**config.mk**
```make
export PLATFORM = sky130hd
export DESIGN_NAME = idt_core
export DESIGN_NICKNAME = d
export VERILOG_FILES = /design/src/pkg/idt_pkg.sv /design/src/rtl/idt_classify.sv /design/src/rtl/idt_core.sv
export SDC_FILE = /design/constraint.sdc
export NUM_CORES = 1
export LEC_CHECK = 0
export ABC_AREA = 1
export BUFFER_PORTS_ARGS = -buffer_cell sky130_fd_sc_hd__buf_2
export CAP_MARGIN = 20
export CORE_MARGIN = 2
export CORE_UTILIZATION = 53
export DETAILED_ROUTE_END_ITERATION = 16
export PLACE_DENSITY = 0.81
export SETUP_SLACK_MARGIN = 0.3
export SYNTH_ARGS = -nofsm -noshare
export SYNTH_HDL_FRONTEND = slang
export SYNTH_SLANG_ARGS = --single-unit
```
**constraint.sdc**
```tcl
create_clock -name pclk -period 2.4 [get_ports pclk]
set_clock_uncertainty 0.2 [all_clocks]
set_input_delay 0 -clock pclk [delete_from_list [all_inputs] [get_ports pclk]]
set_output_delay 0 -clock pclk [all_outputs]
set_load 0.02 [all_outputs]
```
**src/pkg/idt_pkg.sv**
```systemverilog
// Shared constants and types for the instruction decode and timing block
package idt_pkg;

    // ==========================================================
    // Register map (byte addresses on APB)
    localparam logic [7:0] ADDR_CTRL  = 8'h00; // Run enable
    localparam logic [7:0] ADDR_COND  = 8'h04; // Skip and pointer conditions
    localparam logic [7:0] ADDR_INSTR = 8'h08; // Instruction word to issue
    localparam logic [7:0] ADDR_DEC   = 8'h0C; // Latched decode result
    localparam logic [7:0] ADDR_STAT  = 8'h10; // Sequencer state

    // ==========================================================
    // Field positions
    localparam int COND_SKIP   = 0;  // Conditional skip test true
    localparam int COND_MSB0   = 1;  // Pointer 0 top bit
    localparam int COND_MSB1   = 2;  // Pointer 1 top bit
    localparam int DEC_CLS     = 0;  // Class, 2 bits
    localparam int DEC_CYC     = 2;  // Cycle count, 2 bits
    localparam int DEC_DEST    = 4;  // Result to file register
    localparam int DEC_FOP     = 5;  // Names a file register
    localparam int DEC_BIT     = 6;  // Bit index, 3 bits
    localparam int DEC_PSEL    = 9;  // Pointer select
    localparam int DEC_PMODE   = 10; // Pointer mode, 2 bits
    localparam int DEC_FADDR   = 12; // File address, 7 bits
    localparam int DEC_LIT     = 19; // Literal, 11 bits
    localparam int STAT_PEND   = 0;  // Word waiting to issue
    localparam int STAT_BUSY   = 1;  // Instruction executing
    localparam int STAT_CIDX   = 2;  // Cycle index, 2 bits
    localparam int STAT_Q      = 4;  // Oscillator phase, 2 bits

    // ==========================================================
    // Widths, reset values, timing
    localparam int          WORD_W       = 14;        // Instruction width
    localparam int          OSC_PER_ICYC = 4;         // Oscillator cycles per cycle
    localparam logic [1:0]  Q_LAST       = 2'(OSC_PER_ICYC - 1);
    localparam logic [1:0]  Q_READ       = 2'h1;      // Phase of file read
    localparam logic [13:0] INSTR_RST    = 14'h0000;  // Reset word
    localparam logic [2:0]  COND_RST     = 3'h0;

    // ==========================================================
    // Opcode constants
    localparam logic [6:0]  FADDR_PC     = 7'h02;   // Program counter low byte
    localparam logic [13:0] OP_RETURN    = 14'h0008;
    localparam logic [13:0] OP_RETINT    = 14'h0009;
    localparam logic [13:0] OP_CALL_VIA_WORKING_REG     = 14'h000A;
    localparam logic [13:0] OP_BRW       = 14'h000B;
    localparam logic [3:0]  OP_RETLIT    = 4'h4;    // Under top bits 2'h3
    localparam logic [2:0]  OP_RELBRA    = 3'h1;    // Under top bits 2'h3
    localparam logic [3:0]  OP_DECSKIP   = 4'hB;
    localparam logic [3:0]  OP_INCSKIP   = 4'hF;
    localparam logic [2:0]  OP_INDMOVE   = 3'h1;    // Bits 6:4 of control word
    localparam logic [4:0]  OP_INDOFS    = 5'h1E;   // Offset move, bits 11:7

    // ==========================================================
    // Types
    typedef enum logic [1:0] {
        CLS_BYTE = 2'b00,
        CLS_BIT  = 2'b01,
        CLS_CTRL = 2'b10
    } idt_cls_type;

    typedef enum logic [0:0] {
        ST_IDLE = 1'b0,
        ST_EXEC = 1'b1
    } idt_state_type;

endpackage

```
**src/rtl/idt_classify.sv**
```systemverilog
// Combinational classifier and operand extractor for one instruction word
`timescale 1ns/10ps
module idt_classify (
    input  wire logic [13:0]        word,
    input  wire logic               skip_taken,
    input  wire logic               ptr0_msb,
    input  wire logic               ptr1_msb,
    output idt_pkg::idt_cls_type    cls,
    output logic      [1:0]         cycles,
    output logic                    dest_file,
    output logic                    file_op,
    output logic      [2:0]         bit_idx,
    output logic                    ptr_sel,
    output logic      [1:0]         ptr_mode,
    output logic      [6:0]         file_addr,
    output logic      [10:0]        literal
);

    logic [1:0] top;      // Two top opcode bits
    logic       ctl0;     // Control group under top bits 0
    logic       byte11;   // Byte ops under top bits 3
    logic       is_byte;
    logic       is_bit;
    logic       two;      // Needs a second cycle
    logic       indmove;  // Pointer move with mode
    logic       indofs;   // Pointer move with offset
    logic       ind_ref;  // References an indirect register
    logic       extra;    // Added cycle for program-memory pointer

    // ==========================================================
    // Classification
    always_comb begin
        top     = word[13:12];
        ctl0    = (top == 2'h0) && (word[11:7] == 5'h00);
        byte11  = (top == 2'h3) && (word[11:8] == 4'h7 || word[11:8] == 4'h5
                  || word[11:8] == 4'h6 || word[11:8] == 4'hD || word[11:8] == 4'hB);
        is_byte = ((top == 2'h0) && !ctl0) || byte11;
        is_bit  = (top == 2'h1);
        // Three classes, opcode only; don't-care bits never compared
        if (is_byte) begin
            cls = idt_pkg::CLS_BYTE;
        end else if (is_bit) begin
            cls = idt_pkg::CLS_BIT;
        end else begin
            cls = idt_pkg::CLS_CTRL;
        end
        // Whole operand set comes from the single word
        file_op   = is_byte || is_bit;
        file_addr = word[6:0];
        bit_idx   = word[9:7];
        literal   = word[10:0];
        // Result to W when d is 0, to the file when 1
        dest_file = is_byte ? word[7] : (is_bit && !word[11]);
        indmove   = ctl0 && (word[6:4] == idt_pkg::OP_INDMOVE);
        indofs    = (top == 2'h3) && (word[11:7] == idt_pkg::OP_INDOFS);
        ind_ref   = file_op && (word[6:1] == 6'h00);
        // Pointer number and mode
        if (indmove) begin
            ptr_sel  = word[2];
            ptr_mode = word[1:0];
        end else if (indofs) begin
            ptr_sel  = word[6];
            ptr_mode = 2'h0;
        end else begin
            ptr_sel  = word[0];
            ptr_mode = 2'h0;
        end
        // Calls, returns, branches, taken skips, writes to PC
        two = ((top == 2'h2) || word == idt_pkg::OP_CALL_VIA_WORKING_REG || word == idt_pkg::OP_RETURN
              || word == idt_pkg::OP_RETINT || word == idt_pkg::OP_BRW
              || ((top == 2'h3) && word[11:8] == idt_pkg::OP_RETLIT)
              || ((top == 2'h3) && word[11:9] == idt_pkg::OP_RELBRA)
              || (skip_taken && ((is_bit && word[11])
                  || ((top == 2'h0) && (word[11:8] == idt_pkg::OP_DECSKIP
                      || word[11:8] == idt_pkg::OP_INCSKIP))))
              || (is_byte && word[7] && word[6:0] == idt_pkg::FADDR_PC));
        // Pointer into program memory costs one more cycle
        extra  = (ind_ref || indmove || indofs) && (ptr_sel ? ptr1_msb : ptr0_msb);
        // One cycle unless an exception applies
        cycles = 2'h1 + {1'b0, two} + {1'b0, extra};
    end

endmodule

```
**src/rtl/idt_core.sv**
```systemverilog
// Instruction decode and cycle timing core with APB register access
//
// Behaviour
// - One 14-bit word holds opcode and operands
// - Classify as byte, bit or literal/control
// - Default instruction takes one instruction cycle
// - Subroutine calls take two cycles
// - All three returns take two cycles
// - Jumps, branches and taken skips take two
// - Program-memory pointer reference adds one cycle
// - Instruction cycle is four oscillator cycles
// - File operands read, modify, then store
// - Read happens even for write-only instructions
// - File address spans 0x00 to 0x7F
// - Destination bit picks W or file
// - Bit index selects one of eight bits
// - Don't-care bits never change decode
// - Pointer select picks pointer 0 or 1
// - Two-bit mode picks pre/post inc/dec
// - PC change or true skip: second cycle idle
// - Pointer top bit set adds one cycle
//
// The placing of the registers and the APB interface to the registers were left to the implementer.
`timescale 1ns/10ps
module idt_core (
    input  wire logic        pclk,
    input  wire logic        presetn,
    input  wire logic        psel,
    input  wire logic        penable,
    input  wire logic        pwrite,
    input  wire logic [7:0]  paddr,
    input  wire logic [31:0] pwdata,
    output logic      [31:0] prdata,
    output logic             pready,
    output logic             pslverr,
    output logic             dec_valid,
    output logic      [1:0]  dec_class,
    output logic      [1:0]  dec_cycles,
    output logic             dec_dest_file,
    output logic      [6:0]  dec_file_addr,
    output logic      [2:0]  dec_bit_idx,
    output logic      [10:0] dec_literal,
    output logic             dec_ptr_sel,
    output logic      [1:0]  dec_ptr_mode,
    output logic             file_rd,
    output logic             file_wr,
    output logic             w_wr,
    output logic             nop_cycle,
    output logic             busy
);

    // ==========================================================
    // State record
    typedef struct packed {
        logic [1:0]             q;        // Oscillator phase within cycle
        logic                   run;      // Sequencer enable
        logic [2:0]             cond;     // Skip and pointer conditions
        logic [13:0]            instr;    // Last written word
        logic                   pend;     // Word waiting to issue
        idt_pkg::idt_state_type st;       // Sequencer state
        logic [1:0]             cidx;     // Instruction cycle index
        idt_pkg::idt_cls_type   cls;      // Latched decode
        logic [1:0]             cyc;
        logic                   dest;
        logic                   fop;
        logic [2:0]             bitx;
        logic                   psel;
        logic [1:0]             pmode;
        logic [6:0]             faddr;
        logic [10:0]            lit;
        logic                   dvalid;   // Issue pulse
        logic                   frd;      // File read strobe
        logic                   fwr;      // File write strobe
        logic                   wwr;      // W write strobe
        logic                   nop;      // Idle cycle marker
        logic                   rdy;      // APB ready
        logic                   err;      // APB error
        logic [31:0]            rdata;    // APB read data
    } idt_core_state_type;

    idt_core_state_type s_reg;   // Current state
    idt_core_state_type s_next;  // Next state

    // Classifier outputs
    idt_pkg::idt_cls_type c_cls;
    logic [1:0]           c_cyc;
    logic                 c_dest;
    logic                 c_fop;
    logic [2:0]           c_bit;
    logic                 c_psel;
    logic [1:0]           c_pmode;
    logic [6:0]           c_faddr;
    logic [10:0]          c_lit;

    // Helper terms
    logic tick;    // Last oscillator phase of a cycle
    logic done;    // Instruction ends at this tick
    logic start;   // Next word issues at this tick
    logic acc;     // APB access phase without answer yet
    logic fin;     // APB transfer completes here
    logic hit;     // Address is mapped

    // ==========================================================
    // Decoder for the pending word
    idt_classify u_cls (
        .word       (s_reg.instr),
        .skip_taken (s_reg.cond[idt_pkg::COND_SKIP]),
        .ptr0_msb   (s_reg.cond[idt_pkg::COND_MSB0]),
        .ptr1_msb   (s_reg.cond[idt_pkg::COND_MSB1]),
        .cls        (c_cls),
        .cycles     (c_cyc),
        .dest_file  (c_dest),
        .file_op    (c_fop),
        .bit_idx    (c_bit),
        .ptr_sel    (c_psel),
        .ptr_mode   (c_pmode),
        .file_addr  (c_faddr),
        .literal    (c_lit)
    );

    // ==========================================================
    // Next-state logic
    always_comb begin
        s_next        = s_reg;
        s_next.dvalid = 1'b0;
        s_next.frd    = 1'b0;
        s_next.fwr    = 1'b0;
        s_next.wwr    = 1'b0;
        tick  = s_reg.run && (s_reg.q == idt_pkg::Q_LAST);
        done  = tick && (s_reg.st == idt_pkg::ST_EXEC) && (s_reg.cidx == s_reg.cyc - 2'h1);
        start = tick && s_reg.pend && ((s_reg.st == idt_pkg::ST_IDLE) || done);
        acc   = psel && penable && !s_reg.rdy;
        fin   = psel && penable && s_reg.rdy;
        hit   = (paddr == idt_pkg::ADDR_CTRL) || (paddr == idt_pkg::ADDR_COND)
                || (paddr == idt_pkg::ADDR_INSTR) || (paddr == idt_pkg::ADDR_DEC)
                || (paddr == idt_pkg::ADDR_STAT);
        // Four-phase divider
        if (s_reg.run) begin
            s_next.q = s_reg.q + 2'h1;
        end
        // Phase strobes in the first cycle only
        if (s_reg.run && s_reg.st == idt_pkg::ST_EXEC && s_reg.cidx == 2'h0) begin
            if (s_reg.q == idt_pkg::Q_READ && s_reg.fop) begin
                s_next.frd = 1'b1;
            end
            if (tick) begin
                s_next.fwr = s_reg.fop && s_reg.dest;
                s_next.wwr = (s_reg.cls == idt_pkg::CLS_BYTE) && !s_reg.dest;
            end
        end
        // Cycle sequencing
        if (start) begin
            // Issue: latch decode for the execution logic
            s_next.pend   = 1'b0;
            s_next.st     = idt_pkg::ST_EXEC;
            s_next.cidx   = 2'h0;
            s_next.cls    = c_cls;
            s_next.cyc    = c_cyc;
            s_next.dest   = c_dest;
            s_next.fop    = c_fop;
            s_next.bitx   = c_bit;
            s_next.psel   = c_psel;
            s_next.pmode  = c_pmode;
            s_next.faddr  = c_faddr;
            s_next.lit    = c_lit;
            s_next.dvalid = 1'b1;
            s_next.nop    = 1'b0;
        end else if (done) begin
            // Instruction ended, nothing waiting
            s_next.st  = idt_pkg::ST_IDLE;
            s_next.nop = 1'b0;
        end else if (tick && s_reg.st == idt_pkg::ST_EXEC) begin
            // Later cycles execute as no-operation
            s_next.cidx = s_reg.cidx + 2'h1;
            s_next.nop  = 1'b1;
        end
        // APB answer one cycle into the access phase
        s_next.rdy = acc;
        if (acc) begin
            s_next.err   = !hit;
            s_next.rdata = 32'h0000_0000;
            unique case (paddr)
                idt_pkg::ADDR_CTRL:  s_next.rdata[0] = s_reg.run;
                idt_pkg::ADDR_COND:  s_next.rdata[2:0] = s_reg.cond;
                idt_pkg::ADDR_INSTR: s_next.rdata[13:0] = s_reg.instr;
                idt_pkg::ADDR_DEC: begin
                    s_next.rdata[idt_pkg::DEC_CLS +: 2]   = s_reg.cls;
                    s_next.rdata[idt_pkg::DEC_CYC +: 2]   = s_reg.cyc;
                    s_next.rdata[idt_pkg::DEC_DEST]       = s_reg.dest;
                    s_next.rdata[idt_pkg::DEC_FOP]        = s_reg.fop;
                    s_next.rdata[idt_pkg::DEC_BIT +: 3]   = s_reg.bitx;
                    s_next.rdata[idt_pkg::DEC_PSEL]       = s_reg.psel;
                    s_next.rdata[idt_pkg::DEC_PMODE +: 2] = s_reg.pmode;
                    s_next.rdata[idt_pkg::DEC_FADDR +: 7] = s_reg.faddr;
                    s_next.rdata[idt_pkg::DEC_LIT +: 11]  = s_reg.lit;
                end
                idt_pkg::ADDR_STAT: begin
                    s_next.rdata[idt_pkg::STAT_PEND]      = s_reg.pend;
                    s_next.rdata[idt_pkg::STAT_BUSY]      = s_reg.st == idt_pkg::ST_EXEC;
                    s_next.rdata[idt_pkg::STAT_CIDX +: 2] = s_reg.cidx;
                    s_next.rdata[idt_pkg::STAT_Q +: 2]    = s_reg.q;
                end
                default: s_next.rdata = 32'h0000_0000;
            endcase
        end else begin
            s_next.err = 1'b0;
        end
        // Writes take effect at the completing edge
        if (fin && pwrite) begin
            unique case (paddr)
                idt_pkg::ADDR_CTRL:  s_next.run = pwdata[0];
                idt_pkg::ADDR_COND:  s_next.cond = pwdata[2:0];
                idt_pkg::ADDR_INSTR: begin
                    // New word wins over a same-cycle issue
                    s_next.instr = pwdata[13:0];
                    s_next.pend  = 1'b1;
                end
                default: s_next.run = s_reg.run;
            endcase
        end
    end

    // ==========================================================
    // State register
    always_ff @(posedge pclk or negedge presetn) begin
        if (!presetn) begin
            s_reg       <= '0;
            s_reg.instr <= idt_pkg::INSTR_RST;
            s_reg.cond  <= idt_pkg::COND_RST;
            s_reg.st    <= idt_pkg::ST_IDLE;
            s_reg.cls   <= idt_pkg::CLS_BYTE;
        end else begin
            s_reg <= s_next;
        end
    end

    // ==========================================================
    // Outputs, all from flops
    assign prdata        = s_reg.rdata;
    assign pready        = s_reg.rdy;
    assign pslverr       = s_reg.err;
    assign dec_valid     = s_reg.dvalid;
    assign dec_class     = s_reg.cls;
    assign dec_cycles    = s_reg.cyc;
    assign dec_dest_file = s_reg.dest;
    assign dec_file_addr = s_reg.faddr;
    assign dec_bit_idx   = s_reg.bitx;
    assign dec_literal   = s_reg.lit;
    assign dec_ptr_sel   = s_reg.psel;
    assign dec_ptr_mode  = s_reg.pmode;
    assign file_rd       = s_reg.frd;
    assign file_wr       = s_reg.fwr;
    assign w_wr          = s_reg.wwr;
    assign nop_cycle     = s_reg.nop;
    assign busy          = s_reg.st == idt_pkg::ST_EXEC;
endmodule

```
# Word level (Yosys, flattened, before mapping)
# Cells that the tools add are included.
[classes]
n_mux = 27
addsub = 5
n_reduce_logical = 70
bitwise_logic = 1
n_eq_ne = 26
[ops]
columns = ["cell", "count"]
rows = [
  ["$eq A14 B4 Y1 const B", 4],
  ["$logic_and A1 B1 Y1", 29],
  ["$logic_or A1 B1 Y1", 23],
  ["$eq A4 B3 Y1 const B", 4],
  ["$eq A8 B4 Y1 const B", 2],
  ["$mux W16", 1],
  ["$pmux W8 S2", 1],
  ["$mux W1", 14],
  ["$eq A4 B4 Y1 const B", 3],
  ["$mux W2", 6],
  ["$pmux W3 S3", 1],
  ["$eq A8 B3 Y1 const B", 1],
  ["$eq A8 B5 Y1 const B", 1],
  ["$logic_not A8 Y1", 1],
  ["$pmux W2 S4", 1],
  ["$reduce_and A2 Y1", 4],
  ["$eq A7 B2 Y1 const B", 1],
  ["$eq A2 B2 Y1 const B", 3],
  ["$eq A3 B1 Y1 const B", 2],
  ["$logic_not A2 Y1", 3],
  ["$logic_not A6 Y1", 1],
  ["$mux W3", 2],
  ["$eq A5 B5 Y1 const B", 1],
  ["$logic_not A1 Y1", 5],
  ["other kinds (12)", 15],
]
[word_totals]
register_bits = 91
input_bits = 45

# Depth between registers and ports, before layout
# Gate-level depths: netlist of the first run.
[logic_depth]
ltp_word = 13
depth_mapped = 11
mapped_depth_nobuf = 11

# By module
# A second synthesis of the first run with hierarchy kept.
[unflattened]
hier_cells = 631
area_unflattened_um2 = 4939.7
[by_module_without_submodules]
columns = ["module", "cells_each", "n_inst", "area_each_um2"]
rows = [
  ["idt_core", 531, 1, 4406.7],
  ["idt_classify", 100, 1, 533.0],
]

# Least setup slack after synthesis of the first run
# Ideal clock, no wire load.
[synth_timing]
kind = "reg2reg"
start = "register s_reg[82] in the netlist's numbering"
end = "register s_reg (netlist bit dec_cycles[0])"
slack_ns = 0.550
t_required_ns = 2.126
stages_incl_launch_ff = 11
arrival_ns = 1.576
period_less_slack_ns = 1.850
path_cell_list = "dfrtp_1 -> nor2_1 -> nand2_1 -> nor2_1 -> nand2_1 -> nand3_1 -> nand2_1 -> nand2_1 -> nand3_1 -> ha_1 -> o21ai_2"
[synth_via]
elab_chain_len = 13
word_cells_on_any_way = 51
cone_classes = "add/sub: 2; eq/ne: 13; mux: 3; reduce/logical: 33"
[synth_lines]
columns = ["element", "line_no", "source"]
rows = [
  ["from (decl)", "idt_core.sv:81", "idt_core_state_type s_reg;"],
  ["from (signal assigned)", "idt_core.sv:233", "s_reg <= s_next;"],
  ["branches (longest 12 deep; another with $add A1 B1 Y2)", "--", ""],
  ["$add A2 B1 Y2 (*)", "idt_classify.sv:80", "cycles = 2'h1 + {1'b0, two} + {1'b0, extra};"],
]
# Mark *: on every way between the ends.
# A chain may end at the register's enable or synchronous reset.

# Worst setup path after layout of the first run
[layout_timing]
start = "input port paddr[3]"
end = "register s_reg[88] in the netlist's numbering"
[layout_via]
elab_chain_len = 2
[layout_lines]
columns = ["element", "line_no", "source"]
rows = [
  ["from (decl)", "idt_core.sv:31", "input wire logic [7:0] paddr,"],
  ["$eq A8 B3 Y1", "idt_core.sv:210", "unique case (paddr)"],
  ["$reduce_and A2 Y1 (no source line)", "--", ""],
]
# Every way passes these cells.

==> results of run 1 <==
-- cell type report --
class                      instances  area, um2
fill                             666       2920
clock inverter                     5       38.8
sequential                        76       1900
clock buffer                      11        131
tap                              102        128
multi-input combinational        317       1570
timing repair buffer             128        815
inverter                          46        175
-- worst paths after layout --
check                           from             to  slack (ns)  cells after the start
min                         paddr[7]      prdata[3]        0.01                      8
max reg2reg                s_reg[79]  dec_cycles[0]        0.40                      9
min reg2reg                prdata[2]      prdata[2]        0.28                      2
min in group asynchronous    presetn     prdata[12]        0.14                      2
max in group asynchronous    presetn      prdata[4]        1.26                      2
max                         paddr[3]      s_reg[88]        0.38                      9
-- critical path, stage by stage --
cell	delay (ns)
dlygate4sd3_1	0.54
buf_2	0.14
inv_1	0.14
nand2_1	0.09
nor2_2	0.21
nand3_2	0.14
dlygate4sd3_1	0.64
nand2_1	0.07
o21ai_0	0.07
-- cell families (layout without fill, tap and decap cells) --
family,after synthesis,after routing,synth area share (%)
AO/OA/AOI/OAI,66,66,10.3
XOR/XNOR,1,1,0.210
adder cells (fa/ha/maj),4,4,1.20
buffers and inverters,120,190,17.6
flip-flops,76,76,45.5
other,1,2,0.0897
AND/OR/NAND/NOR,244,244,25.1
-- metal layers --
layer  up-vias  global-route usage (%)
li1       1692                       -
met1      1618                    28.9
met2       164                    37.3
met3        23                    3.91
met4         0                    8.21
met5         -                       0
-- metrics by stage --
| step | setup slack, ns | util [%] | instance area [um2] | power [mW] | instances |
|---|---|---|---|---|---|
| 2_1_floorplan | 0.550 | - | 4180 | 1.54 | 513 |
| 3_3_place_gp | 0.404 | 55.0 | 4230 | 1.59 | 636 |
| 3_5_place_dp | 0.359 | 55.0 | 4230 | 1.60 | 636 |
| 4_1_cts | 0.332 | 60.8 | 4670 | 2.48 | 679 |
| 5_1_grt | 0.253 | 62.0 | 4760 | 2.57 | 685 |
| 6_report | 0.383 | 62.0 | 4760 | 2.47 | 685 |
-- where the power goes --
| part | internal (mW) | switching, mW |
|---|---|---|
| registers | 1.32 | 0.0257 |
| logic | 0.102 | 0.165 |
| clock network | 0.379 | 0.476 |
-- cells in the mapped netlist, types with 7 or more instances --
| library cell | n |
|---|---|
| nand2_1 | 115 |
| buf_4 | 61 |
| nand3_1 | 40 |
| inv_1 | 43 |
| o21ai_2 | 15 |
| a21oi_1 | 16 |
| dfrtp_1 | 76 |
| a21oi_2 | 9 |
| buf_6 | 7 |
| nor2_1 | 65 |
| o21ai_0 | 21 |
-- what timing repair did --
| item | 4_1_cts | 5_1_grt |
|---|---|---|
| setup buffers | 0 | 6 |
| hold endpoints to repair | 101 | 0 |
| hold buffers | 27 | 0 |
| gates resized for setup | 0 | 9 |
| endpoints found under the setup margin | 0 | 39 |
-- cell usage in the layout (no fill, tap or decap), drive strengths merged --
cell	Yosys	final
a21oi	25	25
a31oi	1	1
and2	1	1
buf	71	101
clkbuf	3	11
clkinv	0	4
clkinvlp	0	1
conb	1	2
dfrtp	76	76
dlygate4sd3	0	27
ha	4	4
inv	46	46
nand2	121	121
nand3	42	42
nand3b	2	2
nand4	2	2
nor2	71	71
nor3	5	5
o2111ai	1	1
o211ai	1	1
o21ai	37	37
o22ai	1	1
xor2	1	1
==> run summary, run 1 <==
max_slew headroom: 37.5%
Final Wtd Congestion: 0.863
unrepaired setup endpoints after global routing: true
Die H: 92.8 um
Clock Path Buffers: 2
port bufs: 93
H-tree depth: 3
root buf cell: clkbuf_8
post-synthesis instance area: 0.00418 mm2
vias in the first global route: 3158
dominant cell type by area after synthesis: dfrtp_1
area grow syn2layout: 14.0%
setup TNS: 0 ns
Routed WL: 9610 um
Detailed Place HPWL: 6430 um
max-slew violation count: 0
pin count of the biggest net entering global routing: 77
worst hold-check path type: in2reg
PD cells: 518 mW/mm2
WL/cell: 14.0 um
die area: 0.00861 mm2
Mapped Cells: 512
top sig layer: met4
min Tclk post-route: 2.02 ns
Yosys reg bits: 76
Core ar.: 0.00769 mm2
TritonCTS clock tree: done
fin crit share: 84.0%
Max FO, Critical Path: 4
first-pass GRT wire length: 15000 um
maxcap violations: 0
ys async rst share: 100%
Rows: 32
M1 wire length: 3990 um
DRC viols: 0
Die Wd: 92.8 um
number of flip-flops in the largest register: 25
CP endpoint kind: flop
clk_lat worst skew: 0.35 ns
Leak: 2.54 nW
DR WL met3: 632 um
hold slack: 0.0133 ns
main area contributors after synthesis: dfrtp_1 46%, buf_4 11%, nand2_1 10%
starting density of the core: 54.4%
Post-synth top flop: dfrtp_1
Congestion Overflow GR: 0
IO Pins: 114
Iter 0 DRT Violations: 306
layout cells sized above 1: 27.4%
clock-pin slew on the worst setup and hold paths: 0.07 ns
Yosys cell types: 31
Pre-antenna DRT Iters: 6
post-DR vias/cell: 5.11
DR WL met2: 4800 um
Critical Path Source Type: primary input
Nets: 627
maximum vdd drop: 0.251 mV
post-route ant nets: 0
share of Yosys cell area claimed by the top area cell type: 45.5%
Fin. Hold Viols: 0
initial antenna violation count: 0
critical path class: in2reg
# setup viols final: 0
Worst-Margin Slew: 0.938 ns
clock sink count: 76
TritonCTS Buffers: 9
n_diodes: 0
outcome: finished, final reports clean
worst path required time: 2.43 ns
Synth warnings: 0
syn avg cell area: 8.16 um2
EDFF count, synth: 0
Max Clock Freq: 0.496 GHz
Seq/Total Area, Yosys: 45.5%
Overall Global Routing Usage: 22.2%
Arrival @ worst endpoint: 2.05 ns
Via Count: 3497
(Power assumes the default switching activity.)
==> run 2: changes to the inputs <==
--- a/config.mk
+++ b/config.mk
@@ -9,9 +9,9 @@
 export BUFFER_PORTS_ARGS = -buffer_cell sky130_fd_sc_hd__buf_2
 export CAP_MARGIN = 20
 export CORE_MARGIN = 2
-export CORE_UTILIZATION = 53
+export CORE_UTILIZATION = 48
 export DETAILED_ROUTE_END_ITERATION = 16
-export PLACE_DENSITY = 0.81
+export PLACE_DENSITY = 0.77
 export SETUP_SLACK_MARGIN = 0.3
 export SYNTH_ARGS = -nofsm -noshare
 export SYNTH_HDL_FRONTEND = slang
==> constraint.sdc (replaced) <==
create_clock -name pclk -period 1.8 [get_ports pclk]
set_clock_uncertainty 0.2 [all_clocks]
set_input_delay 0 -clock pclk [delete_from_list [all_inputs] [get_ports pclk]]
set_output_delay 0 -clock pclk [all_outputs]
set_load 0.02 [all_outputs]
==> run summary, run 2 (synthesis results as in run 1) <==
Hold-fix buffers, CTS: 23
starting density of the core: 48.6%
WP depth: 9
layout cells sized above 1: 45.3%
CP max-delay cell: dfrtp_2
Nets: 669
Congestion Overflow GR: 0
maximum vdd drop: 0.347 mV
Overall Global Routing Usage: 23.4%
clk_lat worst skew: 0.36 ns
Final Wtd Congestion: 0.899
critical path class: reg2reg
maxcap violations: 0
root buf cell: clkbuf_8
first-pass GRT wire length: 17800 um
# setup viols final: 1
PD cells: 625 mW/mm2
failing checks: negative hold slack, negative setup slack
Arrival @ worst endpoint: 1.90 ns
fin crit share: 101%
clock-pin slew on the worst setup and hold paths: 0.09 ns
setup TNS: -0.0138 ns
Clock Path Buffers: 2
r2r worst-path depth: 9
Cell Chain, Critical Path: nor2_2 -> nand2_1 -> nor2_2 -> buf_4 -> nand4_1 -> nand3_1 -> nand3_1 -> ha_1 -> o21ai_2
pin count of the biggest net entering global routing: 48
Routed WL: 12100 um
unrepaired setup endpoints after global routing: true
worst r2r src: s_reg[83]
fin worst setup slack: -0.0138 ns
IO Pins: 114
n_diodes: 0
Critical Path Source Type: flop
number of flip-flops in the largest register: 25
TritonCTS Buffers: 9
WL/cell: 16.5 um
CP endpoint: dec_cycles[0]
die area: 0.00947 mm2
post-DR vias/cell: 5.26
Detailed Place HPWL: 7200 um
min Tclk post-route: 1.81 ns
Die Wd: 97.3 um
post-route ant nets: 0
crit path launch: s_reg[83]
area grow syn2layout: 37.2%
FF-to-FF End: dec_cycles[0]
Via Count: 3856
Iter 0 DRT Violations: 334
FF-to-FF setup slack: -0.01 ns
Core ar.: 0.00859 mm2
worst hold-check path type: in2reg
CP endpoint kind: flop
dominant delay contributor by cell family on the critical path: simple AND/OR/NAND/NOR gates
Rows: 34
outcome: complete, but fails checks
Fin. Hold Viols: 3
hold slack: -0.0512 ns
initial antenna violation count: 0
fin area: 0.00574 mm2
TritonCTS clock tree: done
WP buf/inv: 1
port bufs: 93
DRC viols: 0
Max Clock Freq: 0.551 GHz
worst path required time: 1.89 ns
clock sink count: 76
commonest non-fill, non-tap cell in the layout: nand2_1
max-slew violation count: 0
H-tree depth: 3
most frequent cells in the layout: 95 x nand2_1, 93 x buf_2, 72 x dfrtp_1
Pre-antenna DRT Iters: 5
vias in the first global route: 3530
Leak: 2.89 nW
slowest stage delay, CP: 0.45 ns
Die H: 97.3 um
Post-Place Worst Slack: -0.00414 ns
Max FO, Critical Path: 6
Placed Area: 0.00447 mm2
-- run 2: worst min path at each step --
stage / start / to / depth (start not counted) / slack [ns]
4_1_cts: penable / pslverr / 5 / -0.03
6_report: penable / pready / 4 / -0.05
3_5_place_dp: presetn / prdata[28] / 1 / -0.24
5_1_grt: paddr[0] / pslverr / 5 / -0.03
3_3_place_gp: presetn / prdata[19] / 1 / -0.25
2_1_floorplan: presetn / busy / 0 / -0.50
-- run 2: area by class of cell --
cell class,count,area [um2]
clock inverter,6,72.6
timing repair inverter,2,15.0
timing repair buffer,168,1360
clock buffer,10,128
multi-input combinational,317,1930
tap,108,135
inverter,46,189
fill,684,2860
sequential,76,1910
-- run 2: per-stage QoR --
stage	total power, mW	util, %	std cells
after floorplan	2.06	-	513
after global placement	2.13	52.0	664
after detailed placement	2.15	52.0	664
after CTS	3.53	60.6	719
after global routing	3.71	66.7	733
final	3.58	66.7	733
-- run 2: power by group --
group	leakage (nW)	internal [mW]	switching, mW	total [mW]
clock network	0.0975	0.656	0.701	1.36
logic	1.83	0.169	0.263	0.432
registers	0.966	1.76	0.0338	1.79
-- run 2: routing by layer --
| layer | global-route usage, % | part of all wire, % | routed length [um] |
|---|---|---|---|
| met4 | 9.40 | 2.4 | 296 |
| met5 | 0 | 0 | 0 |
| met3 | 4.10 | 7.1 | 858 |
| met2 | 37.3 | 50 | 6010 |
| met1 | 32.0 | 41 | 4930 |
-- run 2: timing repair --
action | CTS | global route
resized for setup | 30 | 97
cloned | 6 | 5
endpoints found under the setup margin | 51 | 115
buffers inserted | 10 | 11
endpoints found under the hold margin | 100 | 3
pin swaps | 8 | 39
-- run 2: tightest hold or removal path, delay by kind of cell --
kind                   cells  cell delay (ns)
and+or+nand+nor            2             0.19
buffers and inverters      2             0.27
